### config.mk
export PLATFORM = sky130hd
export DESIGN_NAME = mcsp_top
export DESIGN_NICKNAME = d
export VERILOG_FILES = /design/src/hw/mcsp_prescaler.v /design/src/hw/mcsp_top.v
export VERILOG_INCLUDE_DIRS = /design/src /design/src/hw
export SDC_FILE = /design/constraint.sdc
export NUM_CORES = 1
export LEC_CHECK = 0
export BUFFER_PORTS_ARGS = -buffer_cell sky130_fd_sc_hd__buf_2
export CORE_ASPECT_RATIO = 1.25
export CORE_MARGIN = 3
export CORE_UTILIZATION = 44
export DETAILED_ROUTE_END_ITERATION = 10
export PLACE_DENSITY_LB_ADDON = 0.15
export REMOVE_ABC_BUFFERS = 1
export SYNTH_ARGS = -nofsm -noshare
export SYNTH_HDL_FRONTEND = slang
export SYNTH_SLANG_ARGS = --single-unit
### constraint.sdc
create_clock -name MCLK_I -period 3.7 [get_ports MCLK_I]
set_clock_uncertainty 0.05 [all_clocks]
set_input_delay 0.37 -clock MCLK_I [delete_from_list [all_inputs] [get_ports MCLK_I]]
set_output_delay 0.37 -clock MCLK_I [all_outputs]
set_load 0.02 [all_outputs]
### src/hw/mcsp_map.vh
// register map, fields, reset values and timing counts of the main clock controller
`ifndef MCSP_MAP_VH
`define MCSP_MAP_VH
`define MCSP_ADDR_W          5
`define MCSP_OFF_CTRL        5'h00
`define MCSP_OFF_PRESC       5'h01
`define MCSP_OFF_FREEZE      5'h02
`define MCSP_OFF_STATE       5'h03
`define MCSP_OFF_FOSC_CTRL   5'h10
`define MCSP_OFF_FOSC_TRIM   5'h11
`define MCSP_OFF_FOSC_TEMP   5'h12
`define MCSP_OFF_ULP_CTRL    5'h18
`define MCSP_OFF_XOSC_CTRL   5'h1c
`define MCSP_RST_CTRL        8'h00
`define MCSP_RST_PRESC       8'h11
`define MCSP_RST_OSC_CTRL    8'h00
`define MCSP_BIT_SYSTEM_CLOCK_OUTPUT_ENABLE      7
`define MCSP_BIT_LOCK        0
`define MCSP_BIT_KEEP_RUNNING_STANDBY    1
`define MCSP_BIT_XENABLE     0
`define MCSP_BIT_XSEL        2
`define MCSP_BIT_FROZEN      7
`define MCSP_BIT_PEN         0
`define MCSP_BIT_EXT_CLOCK_STARTED        7
`define MCSP_BIT_XSTABLE     6
`define MCSP_BIT_USTABLE     5
`define MCSP_BIT_FSTABLE     4
`define MCSP_BIT_SWITCH      0
`define MCSP_MASK_CTRL       8'h83
`define MCSP_MASK_PRESC      8'h1f
`define MCSP_MASK_XOSC       8'h37
`define MCSP_MASK_XSETUP     8'h34
`define MCSP_SRC_FAST        2'h0
`define MCSP_SRC_ULP         2'h1
`define MCSP_SRC_XTAL        2'h2
`define MCSP_SRC_EXT         2'h3
`define MCSP_GATE_CYCLES     3'h4
`define MCSP_GUARD_WINDOW    3'h4
`define MCSP_GUARD_KEY       8'hd8
`endif

### src/hw/mcsp_prescaler.v
// main clock prescaler producing a one-cycle peripheral clock enable
`timescale 1ns/1ps
module mcsp_prescaler (
  input  wire       clk_i,
  input  wire       arst_n_i,
  input  wire       tick_i,
  input  wire       enable_i,
  input  wire [3:0] divider_i,
  output wire       per_tick_o
);
  reg [5:0] count_reg;
  reg [5:0] count_next;
  reg [5:0] limit;

  // division code to terminal count
  always @*
  begin
    case (divider_i)
      4'h0:    limit = 6'd1;
      4'h1:    limit = 6'd3;
      4'h2:    limit = 6'd7;
      4'h3:    limit = 6'd15;
      4'h4:    limit = 6'd31;
      4'h5:    limit = 6'd63;
      4'h8:    limit = 6'd5;
      4'h9:    limit = 6'd9;
      4'ha:    limit = 6'd11;
      4'hb:    limit = 6'd23;
      4'hc:    limit = 6'd47;
      default: limit = 6'd1;
    endcase
  end

  // running divider, new code takes effect at once
  always @*
  begin
    count_next = count_reg;
    if (tick_i)
    begin
      if (count_reg >= limit)
        count_next = 6'd0;
      else
        count_next = count_reg + 6'd1;
    end
  end

  always @(posedge clk_i or negedge arst_n_i)
  begin
    if (!arst_n_i)
      count_reg <= 6'd0;
    else
      count_reg <= count_next;
  end

  assign per_tick_o = enable_i ? (tick_i && count_reg >= limit) : tick_i;
endmodule

### src/hw/mcsp_top.v
// main clock source select, prescaler, lock and oscillator status registers
`timescale 1ns/1ps
`include "mcsp_map.vh"
module mcsp_top (
  input  wire       MCLK_I,
  input  wire       ARST_N_I,
  input  wire [4:0] ADDR_I,
  input  wire [7:0] WDATA_I,
  input  wire       WR_I,
  input  wire       RD_I,
  output reg  [7:0] RDATA_O,
  input  wire       INSTR_DONE_I,
  input  wire       FUSE_LOCK_I,
  input  wire       FUSE_FROZEN_I,
  input  wire [5:0] FUSE_TRIM_I,
  input  wire [3:0] FUSE_TEMP_I,
  input  wire       FAST_TICK_I,
  input  wire       ULP_TICK_I,
  input  wire       XTAL_TICK_I,
  input  wire       EXT_TICK_I,
  input  wire       XTAL_READY_I,
  input  wire       EXT_STARTED_I,
  input  wire       FAST_ANALOG_READY_I,
  input  wire [3:0] PERIPH_REQ_I,
  input  wire       SLEEP_I,
  input  wire       PERIPH_USES_SYSCLK_I,
  output wire       MAIN_TICK_O,
  output wire       PER_TICK_O,
  output wire       SYSTEM_CLOCK_OUTPUT_ENABLE_O,
  output wire       SYSTEM_CLOCK_OUTPUT_ENABLE_OE_O,
  output wire       FAST_OSC_POWER_O,
  output wire [5:0] FAST_TRIM_O,
  output wire [3:0] FAST_TEMP_O,
  output wire [1:0] MAIN_SOURCE_O
);
  reg  [7:0] ctrl_reg;
  reg  [7:0] presc_reg;
  reg        lock_reg;
  reg        lock_loaded_reg;
  reg  [7:0] fosc_ctrl_reg;
  reg  [7:0] ulp_ctrl_reg;
  reg  [7:0] xosc_ctrl_reg;
  reg  [5:0] trim_reg;
  reg  [3:0] temp_reg;
  reg        frozen_reg;
  reg  [2:0] guard_reg;
  reg  [1:0] active_src_reg;
  reg  [2:0] gate_cnt [0:3];
  reg  [7:0] rdata_next;
  wire [3:0] src_tick;
  wire [3:0] src_ready;
  wire [3:0] src_req;
  wire [3:0] src_keep;
  wire [3:0] src_open;
  wire       guard_open;
  wire       wr_ok;
  wire       key_write;
  wire       calib_locked;
  wire       xtal_busy;
  wire       switch_pending;
  wire       main_tick;

  assign src_tick  = {EXT_TICK_I, XTAL_TICK_I, ULP_TICK_I, FAST_TICK_I};
  assign src_ready = {EXT_STARTED_I, XTAL_READY_I && xosc_ctrl_reg[`MCSP_BIT_XENABLE], 1'b1,
                      FAST_ANALOG_READY_I || fosc_ctrl_reg[`MCSP_BIT_KEEP_RUNNING_STANDBY]};
  assign src_keep  = {1'b0, xosc_ctrl_reg[`MCSP_BIT_KEEP_RUNNING_STANDBY], ulp_ctrl_reg[`MCSP_BIT_KEEP_RUNNING_STANDBY],
                      fosc_ctrl_reg[`MCSP_BIT_KEEP_RUNNING_STANDBY]};

  // source requested by main select, by a peripheral or as the active source
  genvar g;
  generate
    for (g = 0; g < 4; g = g + 1)
    begin : gen_src
      assign src_req[g]  = PERIPH_REQ_I[g] || (ctrl_reg[1:0] == g) || (active_src_reg == g);
      assign src_open[g] = (gate_cnt[g] == `MCSP_GATE_CYCLES);
      // gate opens after four oscillator cycles once requested and ready
      always @(posedge MCLK_I or negedge ARST_N_I)
      begin
        if (!ARST_N_I)
          gate_cnt[g] <= 3'd0;
        else if (!src_req[g])
          gate_cnt[g] <= 3'd0;
        else if (src_ready[g] && src_tick[g] && !src_open[g])
          gate_cnt[g] <= gate_cnt[g] + 3'd1;
      end
    end
  endgenerate

  assign FAST_OSC_POWER_O = src_req[0] || src_keep[0];

  // protection window after key write
  assign key_write  = WR_I && (ADDR_I == 5'h1f) && (WDATA_I == `MCSP_GUARD_KEY);
  assign guard_open = (guard_reg != 3'd0);
  assign wr_ok      = WR_I && guard_open;

  always @(posedge MCLK_I or negedge ARST_N_I)
  begin
    if (!ARST_N_I)
      guard_reg <= 3'd0;
    else if (key_write)
      guard_reg <= `MCSP_GUARD_WINDOW;
    else if (wr_ok)
      guard_reg <= 3'd0;
    else if (guard_open && INSTR_DONE_I)
      guard_reg <= guard_reg - 3'd1;
  end

  assign calib_locked = frozen_reg || (lock_reg && ctrl_reg[1:0] == `MCSP_SRC_FAST);
  assign xtal_busy    = xosc_ctrl_reg[`MCSP_BIT_XENABLE] || src_open[2];

  // register writes
  always @(posedge MCLK_I or negedge ARST_N_I)
  begin
    if (!ARST_N_I)
    begin
      ctrl_reg        <= `MCSP_RST_CTRL;
      presc_reg       <= `MCSP_RST_PRESC;
      fosc_ctrl_reg   <= `MCSP_RST_OSC_CTRL;
      ulp_ctrl_reg    <= `MCSP_RST_OSC_CTRL;
      xosc_ctrl_reg   <= `MCSP_RST_OSC_CTRL;
      lock_reg        <= 1'b0;
      lock_loaded_reg <= 1'b0;
      trim_reg        <= 6'd0;
      temp_reg        <= 4'd0;
      frozen_reg      <= 1'b0;
    end
    else if (!lock_loaded_reg)
    begin
      lock_loaded_reg <= 1'b1;
      lock_reg        <= FUSE_LOCK_I;
      trim_reg        <= FUSE_TRIM_I;
      temp_reg        <= FUSE_TEMP_I;
      frozen_reg      <= FUSE_FROZEN_I;
    end
    else if (wr_ok)
    begin
      case (ADDR_I)
        `MCSP_OFF_CTRL:
          if (!lock_reg)
            ctrl_reg <= WDATA_I & `MCSP_MASK_CTRL;
        `MCSP_OFF_PRESC:
          if (!lock_reg)
            presc_reg <= WDATA_I & `MCSP_MASK_PRESC;
        `MCSP_OFF_FREEZE:
          if (!lock_reg && WDATA_I[`MCSP_BIT_LOCK])
            lock_reg <= 1'b1;
        `MCSP_OFF_FOSC_CTRL:
          fosc_ctrl_reg <= {6'd0, WDATA_I[`MCSP_BIT_KEEP_RUNNING_STANDBY], 1'b0};
        `MCSP_OFF_FOSC_TRIM:
          if (!calib_locked)
            trim_reg <= WDATA_I[5:0];
        `MCSP_OFF_FOSC_TEMP:
          if (!calib_locked)
            temp_reg <= WDATA_I[3:0];
        `MCSP_OFF_ULP_CTRL:
          ulp_ctrl_reg <= {6'd0, WDATA_I[`MCSP_BIT_KEEP_RUNNING_STANDBY], 1'b0};
        `MCSP_OFF_XOSC_CTRL:
          if (xtal_busy)
            xosc_ctrl_reg <= (xosc_ctrl_reg & `MCSP_MASK_XSETUP) | (WDATA_I & 8'h03);
          else
            xosc_ctrl_reg <= WDATA_I & `MCSP_MASK_XOSC;
        default:
          ctrl_reg <= ctrl_reg;
      endcase
    end
  end

  // switch to requested source once it is stable
  always @(posedge MCLK_I or negedge ARST_N_I)
  begin
    if (!ARST_N_I)
      active_src_reg <= `MCSP_SRC_FAST;
    else if (ctrl_reg[1:0] != active_src_reg && src_open[ctrl_reg[1:0]])
      active_src_reg <= ctrl_reg[1:0];
  end

  assign switch_pending = (ctrl_reg[1:0] != active_src_reg);
  assign main_tick      = src_tick[active_src_reg] && src_open[active_src_reg];

  mcsp_prescaler u_presc (
    .clk_i      (MCLK_I),
    .arst_n_i   (ARST_N_I),
    .tick_i     (main_tick),
    .enable_i   (presc_reg[`MCSP_BIT_PEN]),
    .divider_i  (presc_reg[4:1]),
    .per_tick_o (PER_TICK_O)
  );

  assign MAIN_TICK_O   = main_tick;
  assign SYSTEM_CLOCK_OUTPUT_ENABLE_OE_O   = ctrl_reg[`MCSP_BIT_SYSTEM_CLOCK_OUTPUT_ENABLE];
  assign SYSTEM_CLOCK_OUTPUT_ENABLE_O      = ctrl_reg[`MCSP_BIT_SYSTEM_CLOCK_OUTPUT_ENABLE] && main_tick && (!SLEEP_I || PERIPH_USES_SYSCLK_I);
  assign FAST_TRIM_O   = trim_reg;
  assign FAST_TEMP_O   = temp_reg;
  assign MAIN_SOURCE_O = active_src_reg;

  // read mux, data one cycle after strobe
  always @*
  begin
    rdata_next = 8'h00;
    case (ADDR_I)
      `MCSP_OFF_CTRL:      rdata_next = ctrl_reg;
      `MCSP_OFF_PRESC:     rdata_next = presc_reg;
      `MCSP_OFF_FREEZE:    rdata_next = lock_reg ? 8'h00 : 8'h00;
      `MCSP_OFF_STATE:
      begin
        rdata_next[`MCSP_BIT_EXT_CLOCK_STARTED]    = EXT_STARTED_I;
        rdata_next[`MCSP_BIT_XSTABLE] = src_req[2] && src_open[2];
        rdata_next[`MCSP_BIT_USTABLE] = src_req[1] && src_open[1];
        rdata_next[`MCSP_BIT_FSTABLE] = src_req[0] && src_open[0];
        rdata_next[`MCSP_BIT_SWITCH]  = switch_pending;
      end
      `MCSP_OFF_FOSC_CTRL: rdata_next = fosc_ctrl_reg;
      `MCSP_OFF_FOSC_TRIM: rdata_next = {2'd0, trim_reg};
      `MCSP_OFF_FOSC_TEMP: rdata_next = {frozen_reg, 3'd0, temp_reg};
      `MCSP_OFF_ULP_CTRL:  rdata_next = ulp_ctrl_reg;
      `MCSP_OFF_XOSC_CTRL: rdata_next = xosc_ctrl_reg;
      default:             rdata_next = 8'h00;
    endcase
  end

  always @(posedge MCLK_I or negedge ARST_N_I)
  begin
    if (!ARST_N_I)
      RDATA_O <= 8'h00;
    else if (RD_I)
      RDATA_O <= rdata_next;
    else
      RDATA_O <= 8'h00;
  end
endmodule

# == Yosys cells after proc, flatten, opt, wreduce, memory -nomap -nowiden ==
# Memory sizes are Yosys's and may differ from the RTL's.
# Index checks and enable logic that the tools add are counted.
# totals
output_inout_bits,25
romBits,80
ff_bits,62
elab_cells,151
memories,1
in_bits,43
# mem_list
memory,depth,width,rd,rd_ports_with_merged_regs,write_ports,line,rtl
(name not given),16,5,1,0,0,mcsp_prescaler.v:18,case (divider_i)
# classes
mux,36
n_eq_ne,31
bitwise,2
reduce_logical,54
n_lt_le_gt_ge,3
add_sub_neg,6
# ops
op,count
$mux W6,6
$mux W3,11
$eq A5 B5 Y1 const B,6
$pmux W4 S6,1
$logic_and A1 B1 Y1,22
$pmux W3 S7,1
$ne A2 B1 Y1 const B,9
$reduce_and A3 Y1,6
$mux W4,4
$logic_or A1 B1 Y1,13
$add A3 B1 Y3 const B,4
$eq A3 B3 Y1 const B,4
$eq A5 B2 Y1 const B,2
$eq A2 B2 Y1 const B,4
$eq A8 B8 Y1 const B,1
$mux W1,8
$mux W8,1
$reduce_and A4 Y1,2
$add A6 B1 Y6 const B,1
$bmux W1 S2,3
$ge A6 B6 Y1,1
$logic_not A1 Y1,6
$lt A2 B3 Y1 const B,2
$or A6 B2 Y6,1
other kinds (10),13

# == Longest topological paths before layout ==
# logic_depth
ltp_word,7
depth_mapped,10
ltp_nobuf,10

# == By module ==
# From an unflattened synthesis, not the netlist that was laid out.
# hier_totals
hier_cells,354
hier_area_um2,3583.4
# by_module_without_submodules
module,cells_per_inst,n_inst,area_each_um2
mcsp_top,284,1,2949.1
mcsp_prescaler,70,1,634.4

# == Least setup slack after synthesis ==
# Ideal clock, no wire load.
# synth_path
path_type,register to register
startpoint,reg presc_reg[2]
endpoint,reg u_presc.count_reg[2]
slack_ns,1.080
path_buffers,0
t_arrival_ns,2.470
path_stages_with_launch,10
period_less_slack_ns,2.620
cell_sequence,dfrtp_1 > inv_1 > ha_1 > mux2_2 > o21ai_1 > ha_1 > a21o_1 > and3_1 > or4_4 > o311ai_2
# synth_via
elab_chain_cells,3
# synth_rtl
item,line,rtl
"start, declared",mcsp_top.v:37,reg [7:0] presc_reg;
"start signal, assigned",mcsp_top.v:117,presc_reg <= `MCSP_RST_PRESC;
"start signal, assigned",mcsp_top.v:143,presc_reg <= WDATA_I & `MCSP_MASK_PRESC;
$mem_v2 Z16 W5,n/a,
$ge A6 B6 Y1,mcsp_prescaler.v:40,if (count_reg >= limit)
$mux W6,mcsp_prescaler.v:40,
"end signal, assigned",mcsp_prescaler.v:52,count_reg <= count_next;
"end, declared",mcsp_prescaler.v:11,reg [5:0] count_reg;
# No other way between the ends.
# A chain may end at the register's enable or synchronous reset.

# == Worst setup path after layout ==
# layout_path
startpoint,reg presc_reg[2]
endpoint,out PER_TICK_O
# layout_via
elab_chain_cells,4
# layout_rtl
item,line,rtl
$mem_v2 Z16 W5,n/a,
$ge A6 B6 Y1,mcsp_prescaler.v:55,assign per_tick_o = enable_i ? (tick_i && count_reg >= limit) : tick_i;
$logic_and A1 B1 Y1,mcsp_prescaler.v:55,
$mux W1,mcsp_prescaler.v:55,
"end, declared",mcsp_top.v:28,"output wire PER_TICK_O,"
# No other way between the ends.

==> impl_metrics.csv <==
group,metric,value,unit
cells_and_area,area_delta_synth_final,16.2,%
cells_and_area,seqCellArea,1480,um^2
route,ant_nets,0,
placement,io_buffers,67,
floorplan,core_area,7840,um^2
floorplan,fp.dieH,106,um
clock_tree,cts_hold_buf,0,
cells_and_area,nNetsFinal,489,
sta,finalSetupViolCount,0,
synthesis,ys.flop_type,"dfrtp_1",
floorplan,die_w,86.4,um
cells_and_area,fill_cells,771,
sta,final_hold_viol_count,0,
route,wl_per_cell,16.2,um
route,drtIter0Drc,144,
synthesis,yosysWarnings,0,
floorplan,num_io_pins,68,
setup_path,worst_setup_path_start_kind,"flop",
setup_path,cp.arrival,2580,ps
placement,placed_area,3950,um^2
power_and_ir_drop,leakage,0.00197,uW
clock_tree,ctsHtreeMaxLevel,3,
route,vias_per_cell,5.56,
sta,worst_slew_pin_slew,711,ps
power_and_ir_drop,switching_share,0.339,
route,routed-via-count,2920,
synthesis,syn_area,3550,um^2
clock_tree,cts_setup_buffers,0,
clock_tree,clk_pin_slew_worst_paths,60,ps
clock_tree,ctsResizeCount,0,
synthesis,async_reset_ff_frac,1.00,
clock_tree,cts_sinks,59,
power_and_ir_drop,p_comb_frac,0.291,
synthesis,avgSynthCellArea,9.90,um^2
synthesis,yosysSeqAreaShare,0.416,
floorplan,dieArea,9200,um^2
global_routing,track_usage,0.197,
power_and_ir_drop,clockPowerShare,0.270,
placement,preCtsSetupSlack,875,ps
floorplan,rows,36,
cells_and_area,design_area,4130,um^2
sta,worst_slack,701,ps
sta,max_freq,333,MHz
worst_hold_path,min_path_type,"input port to async pin",
power_and_ir_drop,peakVddDrop,0.240,mV
cells_and_area,drive_gt1_frac,0.237,
floorplan,start_util,0.453,
setup_path,worstSetupPathType,"flop to output pin",
sta,hold_ws,34.2,ps
clock_tree,cts_tree,"done",
setup_path,rr_worst_depth,9,
placement,globalplace.congestion,0.849,
route,routed_wl,8510,um
setup_path,cp.required,3280,ps
power_and_ir_drop,fin_total_pwr,1910,uW
sta,period_share,0.811,
sta,period_minus_slack,3000,ps
sta,finalSetupTns,0,ps
cells_and_area,regMostFlops,"gate_cnt",
setup_path,crit_fanout,7,
cells_and_area,multi_input_area,1900,um^2
power_and_ir_drop,p_switching,649,uW
clock_tree,cts_buffers,9,
clock_tree,cts_root_buffer,"clkbuf_8",
synthesis,synth_edf_count,0,
global_routing,grt_max_degree,33,
cells_and_area,reg_top3,"gate_cnt x12, RDATA_O x8",
synthesis,synth_cells,359,
power_and_ir_drop,pwr-share-seq,0.438,
job,drv_cap,0,
synthesis,synthDistinctLibCells,64,
global_routing,grt_pass1_vias,2975,
route,drt_pre_antenna_iters,4,
sta,relSlewSlack,0.526,
cells_and_area,largest_register_ff_count,12,
clock_tree,clock_latency,330,ps
setup_path,setup.worst_path.end_class,"output pin",
global_routing,overflow,0,
placement,dp_hpwl,6630,um
sta,rsz0062_at_grt,"false",
global_routing,antenna_found_initial,0,
route,drc,0,
sta,slew_viol_final,0,
cells_and_area,diodes,0,
global_routing,grt_pass1_wl,14100,um
outcome,outcome,"complete, no violations",
clock_tree,clock_path_buffers,2,
synthesis,postSynthRegisterBits,59,
power_and_ir_drop,powerDensity,463,nW/um^2
power_and_ir_drop,p_int,1260,uW
through the flow:
stage               cells   util
floorplan             345      -
global placement      509  0.504
detailed placement    509  0.504
CTS                   525  0.527
global route          525  0.527
finish                525  0.527
final timing paths:
kind,start,endpoint,slack (ps)
min in group MCLK_I,WDATA_I[7],ctrl_reg[7],220
min,ARST_N_I,u_presc.count_reg[0],30
max in group asynchronous,ARST_N_I,presc_reg[4],2710
max reg2reg,presc_reg[2],u_presc.count_reg[2],880
min reg2reg,ulp_ctrl_reg[1],ulp_ctrl_reg[1],440
max,presc_reg[2],PER_TICK_O,700
logic make-up (layout without fill, tap and decap cells):
kind of cell	after synthesis	in the layout	synth area share
muxes	38	38	0.118
other	1	1	0.00106
and+or+nand+nor	118	118	0.181
DFF	59	59	0.416
adders and majority gates	22	22	0.0768
AOI/OAI and AO/OA	71	71	0.137
buffers and inverters	41	112	0.0479
xor gates and xnor gates	9	9	0.0222
layout by cell type (no fill, tap or decap), types with 4 or more instances in the layout:
master     n
a21oi_1   23
a22oi_1    6
buf_2     67
clkbuf_8  11
dfrtp_1   57
ha_1      21
inv_1     23
inv_2      4
mux2_1    16
mux2_2     4
mux2i_1   17
nand2_1   21
nand3_1    8
nand4_1    6
nor2_1    39
nor3_1     6
o21ai_0    5
o21ai_1    6
or3_1      4
xnor2_1    4
xor2_1     5
metal layers:
layer / vias up / global-route usage / routed length (um)
met5: - / 0 / 0
met4: 0 / 0.0969 / 256
met3: 23 / 0.0395 / 487
met2: 88 / 0.318 / 4090
met1: 1389 / 0.248 / 3670
li1: 1420 / - / -
area by class of cell:
cell class                      instances  area share
Multi-Input combinational cell        259       0.461
Sequential cell                        59       0.358
Tap cell                               95      0.0288
Clock buffer                           13      0.0385
Clock inverter                          3     0.00364
Timing Repair Buffer                   69      0.0849
Inverter                               27      0.0246
power by group through the flow:
stage	sequential, uW	combinational (uW)	clock [uW]
3_3_place_gp	846	537	0
5_1_grt	855	643	562
4_1_cts	837	561	533
3_5_place_dp	846	562	0
2_1_floorplan	838	390	0
6_report	839	557	517
synth_stat cells, drive strengths merged, types with 4 or more instances:
cell | count | area share
a21oi | 23 | 0.032
a22oi | 6 | 0.013
buf | 6 | 0.011
clkbuf | 8 | 0.0085
dfrtp | 57 | 0.40
ha | 21 | 0.074
inv | 27 | 0.029
mux2 | 20 | 0.063
mux2i | 17 | 0.048
nand2 | 21 | 0.022
nand3 | 8 | 0.011
nand4 | 7 | 0.014
nor2 | 39 | 0.041
nor3 | 7 | 0.013
o21ai | 11 | 0.015
or3 | 4 | 0.0070
or3b | 4 | 0.011
xnor2 | 4 | 0.0099
xor2 | 5 | 0.012
worst max-delay path, stage by stage (launching register included):
cell	delay (ps)
dfrtp_1	440
inv_1	130
ha_1	300
nor2_1	100
a21oi_1	50
mux2_2	280
ha_1	280
nand4_1	120
o21a_1	220
a31oi_1	150
buf_2	180
(Power assumes the default switching activity.)
